$ cat config.mk
export PLATFORM = sky130hd
export DESIGN_NAME = tepc_timer_pins
export DESIGN_NICKNAME = d
export VERILOG_FILES = /design/src/logic/tepc_pkg.sv /design/src/logic/tepc_edge_sync.sv /design/src/logic/tepc_timer_pins.sv
export VERILOG_INCLUDE_DIRS = /design/src /design/src/logic
export SDC_FILE = /design/constraint.sdc
export NUM_CORES = 1
export LEC_CHECK = 0
export ABC_AREA = 1
export BUFFER_PORTS_ARGS = -buffer_cell sky130_fd_sc_hd__buf_2
export CAP_MARGIN = 20
export CORE_MARGIN = 3
export CORE_UTILIZATION = 45
export CTS_BUF_LIST = sky130_fd_sc_hd__clkbuf_16
export CTS_CLUSTER_DIAMETER = 50
export DETAILED_ROUTE_END_ITERATION = 12
export HOLD_SLACK_MARGIN = 0.12
export PLACE_DENSITY_LB_ADDON = 0.1
export SYNTH_ARGS = -nofsm -noshare
export SYNTH_HDL_FRONTEND = slang
export SYNTH_SLANG_ARGS = --single-unit
$ cat constraint.sdc
create_clock -name CORE_CLK_IN -period 2.41 [get_ports CORE_CLK_IN]
set_input_delay 0.241 -clock CORE_CLK_IN [delete_from_list [all_inputs] [get_ports CORE_CLK_IN]]
set_output_delay 0.241 -clock CORE_CLK_IN [all_outputs]
set_load 0.1 [all_outputs]
$ cat src/logic/tepc_cfg.svh
// Constants for the timer external pin control block.
// Assumes inclusion by bare name from the logic folder.
`ifndef TEPC_CFG_SVH
`define TEPC_CFG_SVH
`define TEPC_CNT_W     16
`define TEPC_SYNC_LEN  2
`define TEPC_CNT_RST   16'h0000
`define TEPC_CAP_RST   16'h0000
`define TEPC_CNT_MAX   16'hffff
`define TEPC_CLK_NS    20
`endif

$ cat src/logic/tepc_pkg.sv
// Types for the timer external pin control block.
// Assumes the cfg header is compiled alongside.
package tepc_pkg;
    // Timer 2 operating modes
    typedef enum logic [1:0] {
        TEPC_T2_CAPTURE = 2'b00,
        TEPC_T2_RELOAD  = 2'b01,
        TEPC_T2_UPDOWN  = 2'b10,
        TEPC_T2_CLKOUT  = 2'b11
    } tepc_t2_mode_t;

    // Timer 0/1 control
    typedef struct packed {
        logic run;
        logic counter_mode;
    } tepc_t01_ctl_t;

    // Timer 2 control
    typedef struct packed {
        logic          run;
        logic          ext_clock;
        tepc_t2_mode_t mode;
    } tepc_t2_ctl_t;
endpackage : tepc_pkg

$ cat src/logic/tepc_edge_sync.sv
// Two-flop pin synchroniser with falling-edge detector.
// Assumes the pin is asynchronous to the core clock.
`timescale 1ns/10ps
`include "tepc_cfg.svh"
module tepc_edge_sync (
    input  wire logic clk_in,
    input  wire logic rst_n_in,
    input  wire logic pin_in,
    output logic      level_out,
    output logic      fall_out
);
    logic meta_q;
    logic sync_q;
    logic prev_q;

    // Reset to high matches the idle pulled-up pin
    always_ff @(posedge clk_in) begin
        if (!rst_n_in) begin
            meta_q <= 1'b1;
            sync_q <= 1'b1;
            prev_q <= 1'b1;
        end else begin
            meta_q <= pin_in;
            sync_q <= meta_q;
            prev_q <= sync_q;
        end
    end

    assign level_out = sync_q;
    // one event per edge
    assign fall_out  = prev_q & ~sync_q;

    // single pulse check
    edge_one_pulse_a : assert property (@(posedge clk_in) disable iff (!rst_n_in)
        fall_out |=> !fall_out) else $error("Falling edge pulse lasted two cycles");
endmodule // tepc_edge_sync

$ cat src/logic/tepc_timer_pins.sv
// Timer external pin control: timers 0/1 counting and timer 2 pin use.
// Assumes control comes from core logic on the same clock; pins are async.
// How it works
// In counter mode timer 0 and 1 counters step by one per count input falling edge.
// In capture mode timer 2 may count falling edges of its clock pin.
// In clock-out mode timer 2 drives its clock pin, toggling on overflow.
// Trigger falling edge in capture mode copies timer 2 count to capture.
// Trigger falling edge in auto-reload mode loads the reload value.
// In up-down mode trigger high counts up, low counts down.
// Every pin is synchronised, and falling edges found from successive samples.
`timescale 1ns/10ps
`include "tepc_cfg.svh"
module tepc_timer_pins #(
    parameter int CNT_W = `TEPC_CNT_W
) (
    input  wire logic                 CORE_CLK_IN,
    input  wire logic                 RST_N_IN,
    input  wire tepc_pkg::tepc_t01_ctl_t T0_CTL_IN,
    input  wire tepc_pkg::tepc_t01_ctl_t T1_CTL_IN,
    input  wire tepc_pkg::tepc_t2_ctl_t  T2_CTL_IN,
    input  wire logic [CNT_W-1:0]     T2_RELOAD_IN,
    input  wire logic [1:0]           TIMER01_COUNT_INPUT_IN,
    input  wire logic                 TIMER2_CLOCK_PIN_IN,
    input  wire logic                 TIMER2_EXTERNAL_TRIGGER_IN,
    output logic [CNT_W-1:0]          T0_COUNT_OUT,
    output logic [CNT_W-1:0]          T1_COUNT_OUT,
    output logic [CNT_W-1:0]          T2_COUNT_OUT,
    output logic [CNT_W-1:0]          T2_CAPTURE_OUT,
    output logic                      T2_CAPTURE_PULSE_OUT,
    output logic                      T2_OVERFLOW_OUT,
    output logic                      TIMER2_CLOCK_PIN_OUT,
    output logic                      TIMER2_CLOCK_PIN_OE_N_OUT
);
    logic [1:0]       t01_fall;
    logic             t2clk_fall;
    logic             trig_fall;
    logic             trig_lvl;
    logic [CNT_W-1:0] t0_q;
    logic [CNT_W-1:0] t1_q;
    logic [CNT_W-1:0] t2_q;
    logic [CNT_W-1:0] t2_d;
    logic [CNT_W-1:0] cap_q;
    logic             cap_pls_q;
    logic             ovf_q;
    logic             ovf_d;
    logic             clkout_q;
    logic             t2_tick;
    logic             count_up;
    logic             is_capture;
    logic             is_reload;
    logic             is_updown;
    logic             is_clkout;

    // Step a timer counter: external edge in counter mode, else core clock
    function automatic logic [CNT_W-1:0] step01(input logic [CNT_W-1:0] cur,
                                                input tepc_pkg::tepc_t01_ctl_t ctl,
                                                input logic fall);
        logic adv;
        adv = ctl.run & (ctl.counter_mode ? fall : 1'b1);
        return adv ? cur + {{(CNT_W-1){1'b0}}, 1'b1} : cur;
    endfunction

    // sync count input pins
    for (genvar i = 0; i < 2; i++) begin : g_t01
        tepc_edge_sync u_sync (
            .clk_in    (CORE_CLK_IN),
            .rst_n_in  (RST_N_IN),
            .pin_in    (TIMER01_COUNT_INPUT_IN[i]),
            .level_out (),
            .fall_out  (t01_fall[i])
        );
    end

    // sync timer 2 pins
    tepc_edge_sync u_t2clk (
        .clk_in    (CORE_CLK_IN),
        .rst_n_in  (RST_N_IN),
        .pin_in    (TIMER2_CLOCK_PIN_IN),
        .level_out (),
        .fall_out  (t2clk_fall)
    );
    tepc_edge_sync u_trig (
        .clk_in    (CORE_CLK_IN),
        .rst_n_in  (RST_N_IN),
        .pin_in    (TIMER2_EXTERNAL_TRIGGER_IN),
        .level_out (trig_lvl),
        .fall_out  (trig_fall)
    );

    // Mode decode
    assign is_capture = (T2_CTL_IN.mode == tepc_pkg::TEPC_T2_CAPTURE);
    assign is_reload  = (T2_CTL_IN.mode == tepc_pkg::TEPC_T2_RELOAD);
    assign is_updown  = (T2_CTL_IN.mode == tepc_pkg::TEPC_T2_UPDOWN);
    assign is_clkout  = (T2_CTL_IN.mode == tepc_pkg::TEPC_T2_CLKOUT);

    // timer 0/1 counting
    always_ff @(posedge CORE_CLK_IN) begin
        if (!RST_N_IN) begin
            t0_q <= `TEPC_CNT_RST;
            t1_q <= `TEPC_CNT_RST;
        end else begin
            t0_q <= step01(t0_q, T0_CTL_IN, t01_fall[0]);
            t1_q <= step01(t1_q, T1_CTL_IN, t01_fall[1]);
        end
    end

    // external clock only in capture mode; clock-out runs on core clock
    assign t2_tick  = T2_CTL_IN.run &
                      ((is_capture & T2_CTL_IN.ext_clock) ? t2clk_fall : 1'b1);
    // direction from trigger level
    assign count_up = is_updown ? trig_lvl : 1'b1;

    // Timer 2 next value; reload edge has priority over a tick
    always_comb begin
        t2_d  = t2_q;
        ovf_d = 1'b0;
        // reload on trigger edge
        if (is_reload && trig_fall) begin
            t2_d = T2_RELOAD_IN;
        end else if (t2_tick) begin
            if (count_up) begin
                if (t2_q == `TEPC_CNT_MAX) begin
                    ovf_d = 1'b1;
                    t2_d  = (is_capture) ? `TEPC_CNT_RST : T2_RELOAD_IN;
                end else begin
                    t2_d = t2_q + {{(CNT_W-1){1'b0}}, 1'b1};
                end
            end else begin
                // Down count underflows back to the max value
                if (t2_q == T2_RELOAD_IN) begin
                    ovf_d = 1'b1;
                    t2_d  = `TEPC_CNT_MAX;
                end else begin
                    t2_d = t2_q - {{(CNT_W-1){1'b0}}, 1'b1};
                end
            end
        end
    end

    // Timer 2 count and overflow
    always_ff @(posedge CORE_CLK_IN) begin
        if (!RST_N_IN) begin
            t2_q  <= `TEPC_CNT_RST;
            ovf_q <= 1'b0;
        end else begin
            t2_q  <= t2_d;
            ovf_q <= ovf_d;
        end
    end

    // capture on trigger edge
    always_ff @(posedge CORE_CLK_IN) begin
        if (!RST_N_IN) begin
            cap_q     <= `TEPC_CAP_RST;
            cap_pls_q <= 1'b0;
        end else begin
            cap_pls_q <= is_capture & trig_fall;
            if (is_capture && trig_fall) begin
                cap_q <= t2_q;
            end
        end
    end

    // clock-out toggles per overflow; pin released in other modes
    always_ff @(posedge CORE_CLK_IN) begin
        if (!RST_N_IN) begin
            clkout_q <= 1'b0;
        end else if (!is_clkout) begin
            clkout_q <= 1'b0;
        end else if (ovf_d) begin
            clkout_q <= ~clkout_q;
        end
    end

    assign T0_COUNT_OUT              = t0_q;
    assign T1_COUNT_OUT              = t1_q;
    assign T2_COUNT_OUT              = t2_q;
    assign T2_CAPTURE_OUT            = cap_q;
    assign T2_CAPTURE_PULSE_OUT      = cap_pls_q;
    assign T2_OVERFLOW_OUT           = ovf_q;
    assign TIMER2_CLOCK_PIN_OUT      = clkout_q;
    // drive only in clock-out mode
    assign TIMER2_CLOCK_PIN_OE_N_OUT = ~is_clkout;

    // Assertions
    t0_edge_step_a : assert property (@(posedge CORE_CLK_IN) disable iff (!RST_N_IN)
        (T0_CTL_IN.run && T0_CTL_IN.counter_mode && t01_fall[0])
        |=> t0_q == $past(t0_q) + 16'h0001) else $error("Timer 0 missed an edge");
    t1_hold_idle_a : assert property (@(posedge CORE_CLK_IN) disable iff (!RST_N_IN)
        (T1_CTL_IN.counter_mode && !t01_fall[1])
        |=> t1_q == $past(t1_q)) else $error("Timer 1 counted without edge");
    t2_ext_hold_a : assert property (@(posedge CORE_CLK_IN) disable iff (!RST_N_IN)
        (is_capture && T2_CTL_IN.ext_clock && !t2clk_fall && !trig_fall)
        |=> t2_q == $past(t2_q)) else $error("Timer 2 counted without pin edge");
    t2_ext_step_a : assert property (@(posedge CORE_CLK_IN) disable iff (!RST_N_IN)
        (is_capture && T2_CTL_IN.run && T2_CTL_IN.ext_clock && t2clk_fall
         && t2_q != `TEPC_CNT_MAX)
        |=> t2_q == $past(t2_q) + 16'h0001) else $error("Timer 2 missed pin edge");
    clk_pin_toggle_a : assert property (@(posedge CORE_CLK_IN) disable iff (!RST_N_IN)
        (is_clkout && ovf_d) |=> TIMER2_CLOCK_PIN_OUT != $past(TIMER2_CLOCK_PIN_OUT))
        else $error("Clock pin did not toggle");
    clk_pin_idle_a : assert property (@(posedge CORE_CLK_IN) disable iff (!RST_N_IN)
        !is_clkout |=> !TIMER2_CLOCK_PIN_OUT) else $error("Clock pin not idle");
    cap_copy_a : assert property (@(posedge CORE_CLK_IN) disable iff (!RST_N_IN)
        (is_capture && trig_fall) |=> (cap_q == $past(t2_q)) && cap_pls_q)
        else $error("Capture did not copy count");
    reload_load_a : assert property (@(posedge CORE_CLK_IN) disable iff (!RST_N_IN)
        (is_reload && trig_fall) |=> t2_q == $past(T2_RELOAD_IN))
        else $error("Reload edge ignored");
    updown_dir_a : assert property (@(posedge CORE_CLK_IN) disable iff (!RST_N_IN)
        (is_updown && T2_CTL_IN.run && !trig_lvl && t2_q != T2_RELOAD_IN)
        |=> t2_q == $past(t2_q) - 16'h0001) else $error("Down count wrong");
    updown_up_a : assert property (@(posedge CORE_CLK_IN) disable iff (!RST_N_IN)
        (is_updown && T2_CTL_IN.run && trig_lvl && t2_q != `TEPC_CNT_MAX)
        |=> t2_q == $past(t2_q) + 16'h0001) else $error("Up count wrong");
    trig_sync_a : assert property (@(posedge CORE_CLK_IN) disable iff (!RST_N_IN)
        trig_fall |-> $past(trig_lvl) && !trig_lvl) else $error("Trigger edge bogus");

    cap_seen_c    : cover property (@(posedge CORE_CLK_IN) is_capture && trig_fall);
    reload_seen_c : cover property (@(posedge CORE_CLK_IN) is_reload && trig_fall);
    down_seen_c   : cover property (@(posedge CORE_CLK_IN) is_updown && !trig_lvl);
    clkout_seen_c : cover property (@(posedge CORE_CLK_IN) is_clkout && ovf_d);
endmodule // tepc_timer_pins

==> metrics.csv <==
metric;value;unit
cts_buffers;9;
route.detailed.drc;0;
critPathArrivalTime;2.34;ns
p_per_area;621;nW/um^2
routed_wl;14300;um
row_count;36;
hold_viol_final;0;
gp_congestion;0.956;
vias;5050;
ys_seq_elements;79;
synthesis.area;4680;um^2
totalPowerFinal;0.00352;W
fmax;481;MHz
synthToLayoutAreaGrowth;21.1;%
setup_ws;0.330;ns
cp-end-kind;flip-flop;
grt_max_degree;41;
worst_r2r_endpoint;T2_COUNT_OUT[12]$_SDFFE_PN0P_;
reg2reg_slack;0.33;ns
syn_inst;723;
syn_avg_cell_area;6.48;um^2
reg2regPathDepth;11;
drive_gt1_frac;0.188;
cts-root-buf;clkbuf_16;
grt_antenna_before_repair;0;
r2r_start;T2_COUNT_OUT[0]$_SDFFE_PN0P_;
fin_tns_setup;0;ns
placed_cells_incl_taps;939;
path_cells;ha_1 -> nand2_1 -> nor2_2 -> nand2_4 -> nor2_8 -> nand2_4 -> nor2_4 -> nand2_1 -> nand3_1 -> nand3_1 -> a21oi_1;
critical_path_buf_inv_count;0;
stdcell_count;959;
yosys.cell_types.count;36;
final_cell_mix;178 x nand2_1, 97 x buf_2, 81 x inv_1;
max_slew_margin;0.667;
die_area;11700;um^2
cpMaxStageDelayCell;dfxtp_1;
drtIter0Drc;327;
p_leak;2.74;nW
grt_usage;0.252;
crit_path_end;T2_COUNT_OUT[12]$_SDFFE_PN0P_;
tightest_slew;0.498;ns
period_share;0.863;
crit_family;simple AND/OR/NAND/NOR gates;
cts_tree;done;
port_buffers;97;
fillers;982;
chipHeight;108;um
clock_latency;0.34;ns
crit_cells;11;
antenna-diode-count;0;
cts_sinks;79;
min_path_type;input pin to flip-flop;
finClkSkew;0.00801;ns
syn_nets;757;
cpPeakStageDelay;0.55;ns
final_nets;855;
final-setup-viol-count;0;
start_kind;flip-flop;
min_period;2.08;ns
critPathKind;flip-flop to flip-flop;
crit_path_start;T2_COUNT_OUT[0]$_SDFFE_PN0P_;
start_util;0.470;
grt_pass1_wl;23300;um
worst-path-max-fanout;9;
ys_warn_count;0;
grt-ovfl-total;0;
dp_hpwl;10200;um
worstHoldPathCells;3;
die_w;108;um
critical_path_required;2.67;ns
core_area;9950;um^2
ioPinCount;98;
worst_setup_hold_path_clk_slew;0.06;ns
drt-wirelength-per-cell;14.9;um
drv_slew;0;
yosysSeqAreaShare;0.338;
htree_levels;3;
dr.pass1.iters;7;
rsz0062_at_grt;false;
status;finished, final reports clean;
dp_slack;0.386;ns
first_global_vias;4830;
cap_violations;0;
peakVddDrop;0.000404;V
cts_buffer_depth;2;
antenna_left;0;
final_common_cell;nand2_1;
via_per_inst;5.27;
-- power by group --
part,total [W],switching [W],leakage [nW],internal (W)
Combinational,0.000555,0.000404,1.93,0.000151
Sequential,0.00137,0.0000362,0.641,0.00133
Clock,0.00159,0.000577,0.164,0.00102
-- layer usage --
layer	vias up	GRT usage	wire length, um
li1	2554	-	-
met1	2280	0.333	6320
met2	190	0.409	6440
met3	26	0.0454	1190
met4	0	0.101	293
met5	-	0	0
-- cells by family after synthesis --
| logic type | share of synthesized area |
|---|---|
| compound gates | 0.130 |
| simple gates | 0.386 |
| buf+inv | 0.0957 |
| xor+xnor | 0.0393 |
| fa+ha+maj | 0.0107 |
| flops | 0.338 |
-- worst register-to-register path: stages (launching register included) --
cell and delay [ns]:
dfxtp_1 0.55, ha_1 0.27, nand2_1 0.08, nor2_2 0.19, nand2_4 0.14, nor2_8 0.16
nand2_4 0.11, nor2_4 0.17, nand2_1 0.08, nand3_1 0.07, nand3_1 0.06, a21oi_1 0.13
-- worst min path at each step --
stage	from	to	slack, ns
4_1_cts	T2_CTL_IN[3]	T2_OVERFLOW_OUT$_SDFF_PN0_	0.16
5_1_grt	T2_CTL_IN[3]	T2_OVERFLOW_OUT$_SDFF_PN0_	0.20
3_3_place_gp	g_t01[0].u_sync.meta_q$_SDFF_PN1_	g_t01[0].u_sync.level_out$_SDFF_PN1_	0.39
2_1_floorplan	TIMER01_COUNT_INPUT_IN[0]	g_t01[0].u_sync.meta_q$_SDFF_PN1_	0.35
3_5_place_dp	u_t2clk.meta_q$_SDFF_PN1_	u_t2clk.level_out$_SDFF_PN1_	0.40
6_report	T2_CTL_IN[3]	T2_OVERFLOW_OUT$_SDFF_PN0_	0.16
-- cells in the mapped netlist, drive strengths merged --
master,count,share of area
nand2,185,0.16
inv,86,0.069
nor2,81,0.080
dfxtp,79,0.34
nand3,78,0.083
a21oi,56,0.060
o21ai,36,0.038
nand4,20,0.027
xor2,17,0.032
nor3,14,0.018
o22ai,14,0.019
buf,12,0.016
clkbuf,11,0.0088
or2,8,0.011
ha,4,0.011
nand3b,4,0.0064
o21a,4,0.0064
xnor2,4,0.0075
and3,2,0.0027
clkinv,2,0.0016
o21bai,2,0.0032
a31oi,1,0.0013
and2,1,0.0013
nor3b,1,0.0016
o21ba,1,0.0021
-- sequential cells by signal (all words and copies together) (netlist names) --
| register | flops |
|---|---|
| T0_COUNT_OUT | 16 |
| T1_COUNT_OUT | 16 |
| T2_CAPTURE_OUT | 16 |
| T2_CAPTURE_PULSE_OUT | 1 |
| T2_COUNT_OUT | 16 |
| T2_OVERFLOW_OUT | 1 |
| TIMER2_CLOCK_PIN_OUT | 1 |
| g_t01.u_sync.level_out | 2 |
| g_t01.u_sync.meta_q | 2 |
| g_t01.u_sync.prev_q | 2 |
| u_t2clk.level_out | 1 |
| u_t2clk.meta_q | 1 |
| u_t2clk.prev_q | 1 |
| u_trig.level_out | 1 |
| u_trig.meta_q | 1 |
| u_trig.prev_q | 1 |
-- cell type report --
cell class,count,area [um^2],share of cell area
multi-input cells,533,2650,0.468
clock buffers,9,225,0.0397
repair buffers,110,593,0.105
well taps,133,166,0.0294
clock inverters,7,119,0.0210
inverters,88,330,0.0583
flip-flops and latches,79,1580,0.279
-- metrics by stage --
stage          utilization  area (um^2)  hold slack [ns]
2_1_floorplan            -         4680            0.348
3_3_place_gp         0.531         5280            0.395
3_5_place_dp         0.531         5280            0.398
4_1_cts              0.569         5670            0.157
5_1_grt              0.569         5670            0.200
6_report             0.569         5670            0.165
-- repair_timing --
action / in CTS / in global routing
hold buffers: 4 / 0
resized for setup: 0 / 0
hold endpoints to repair: 4 / 0
buffers inserted: 0 / 0
(Power assumes the default switching activity.)
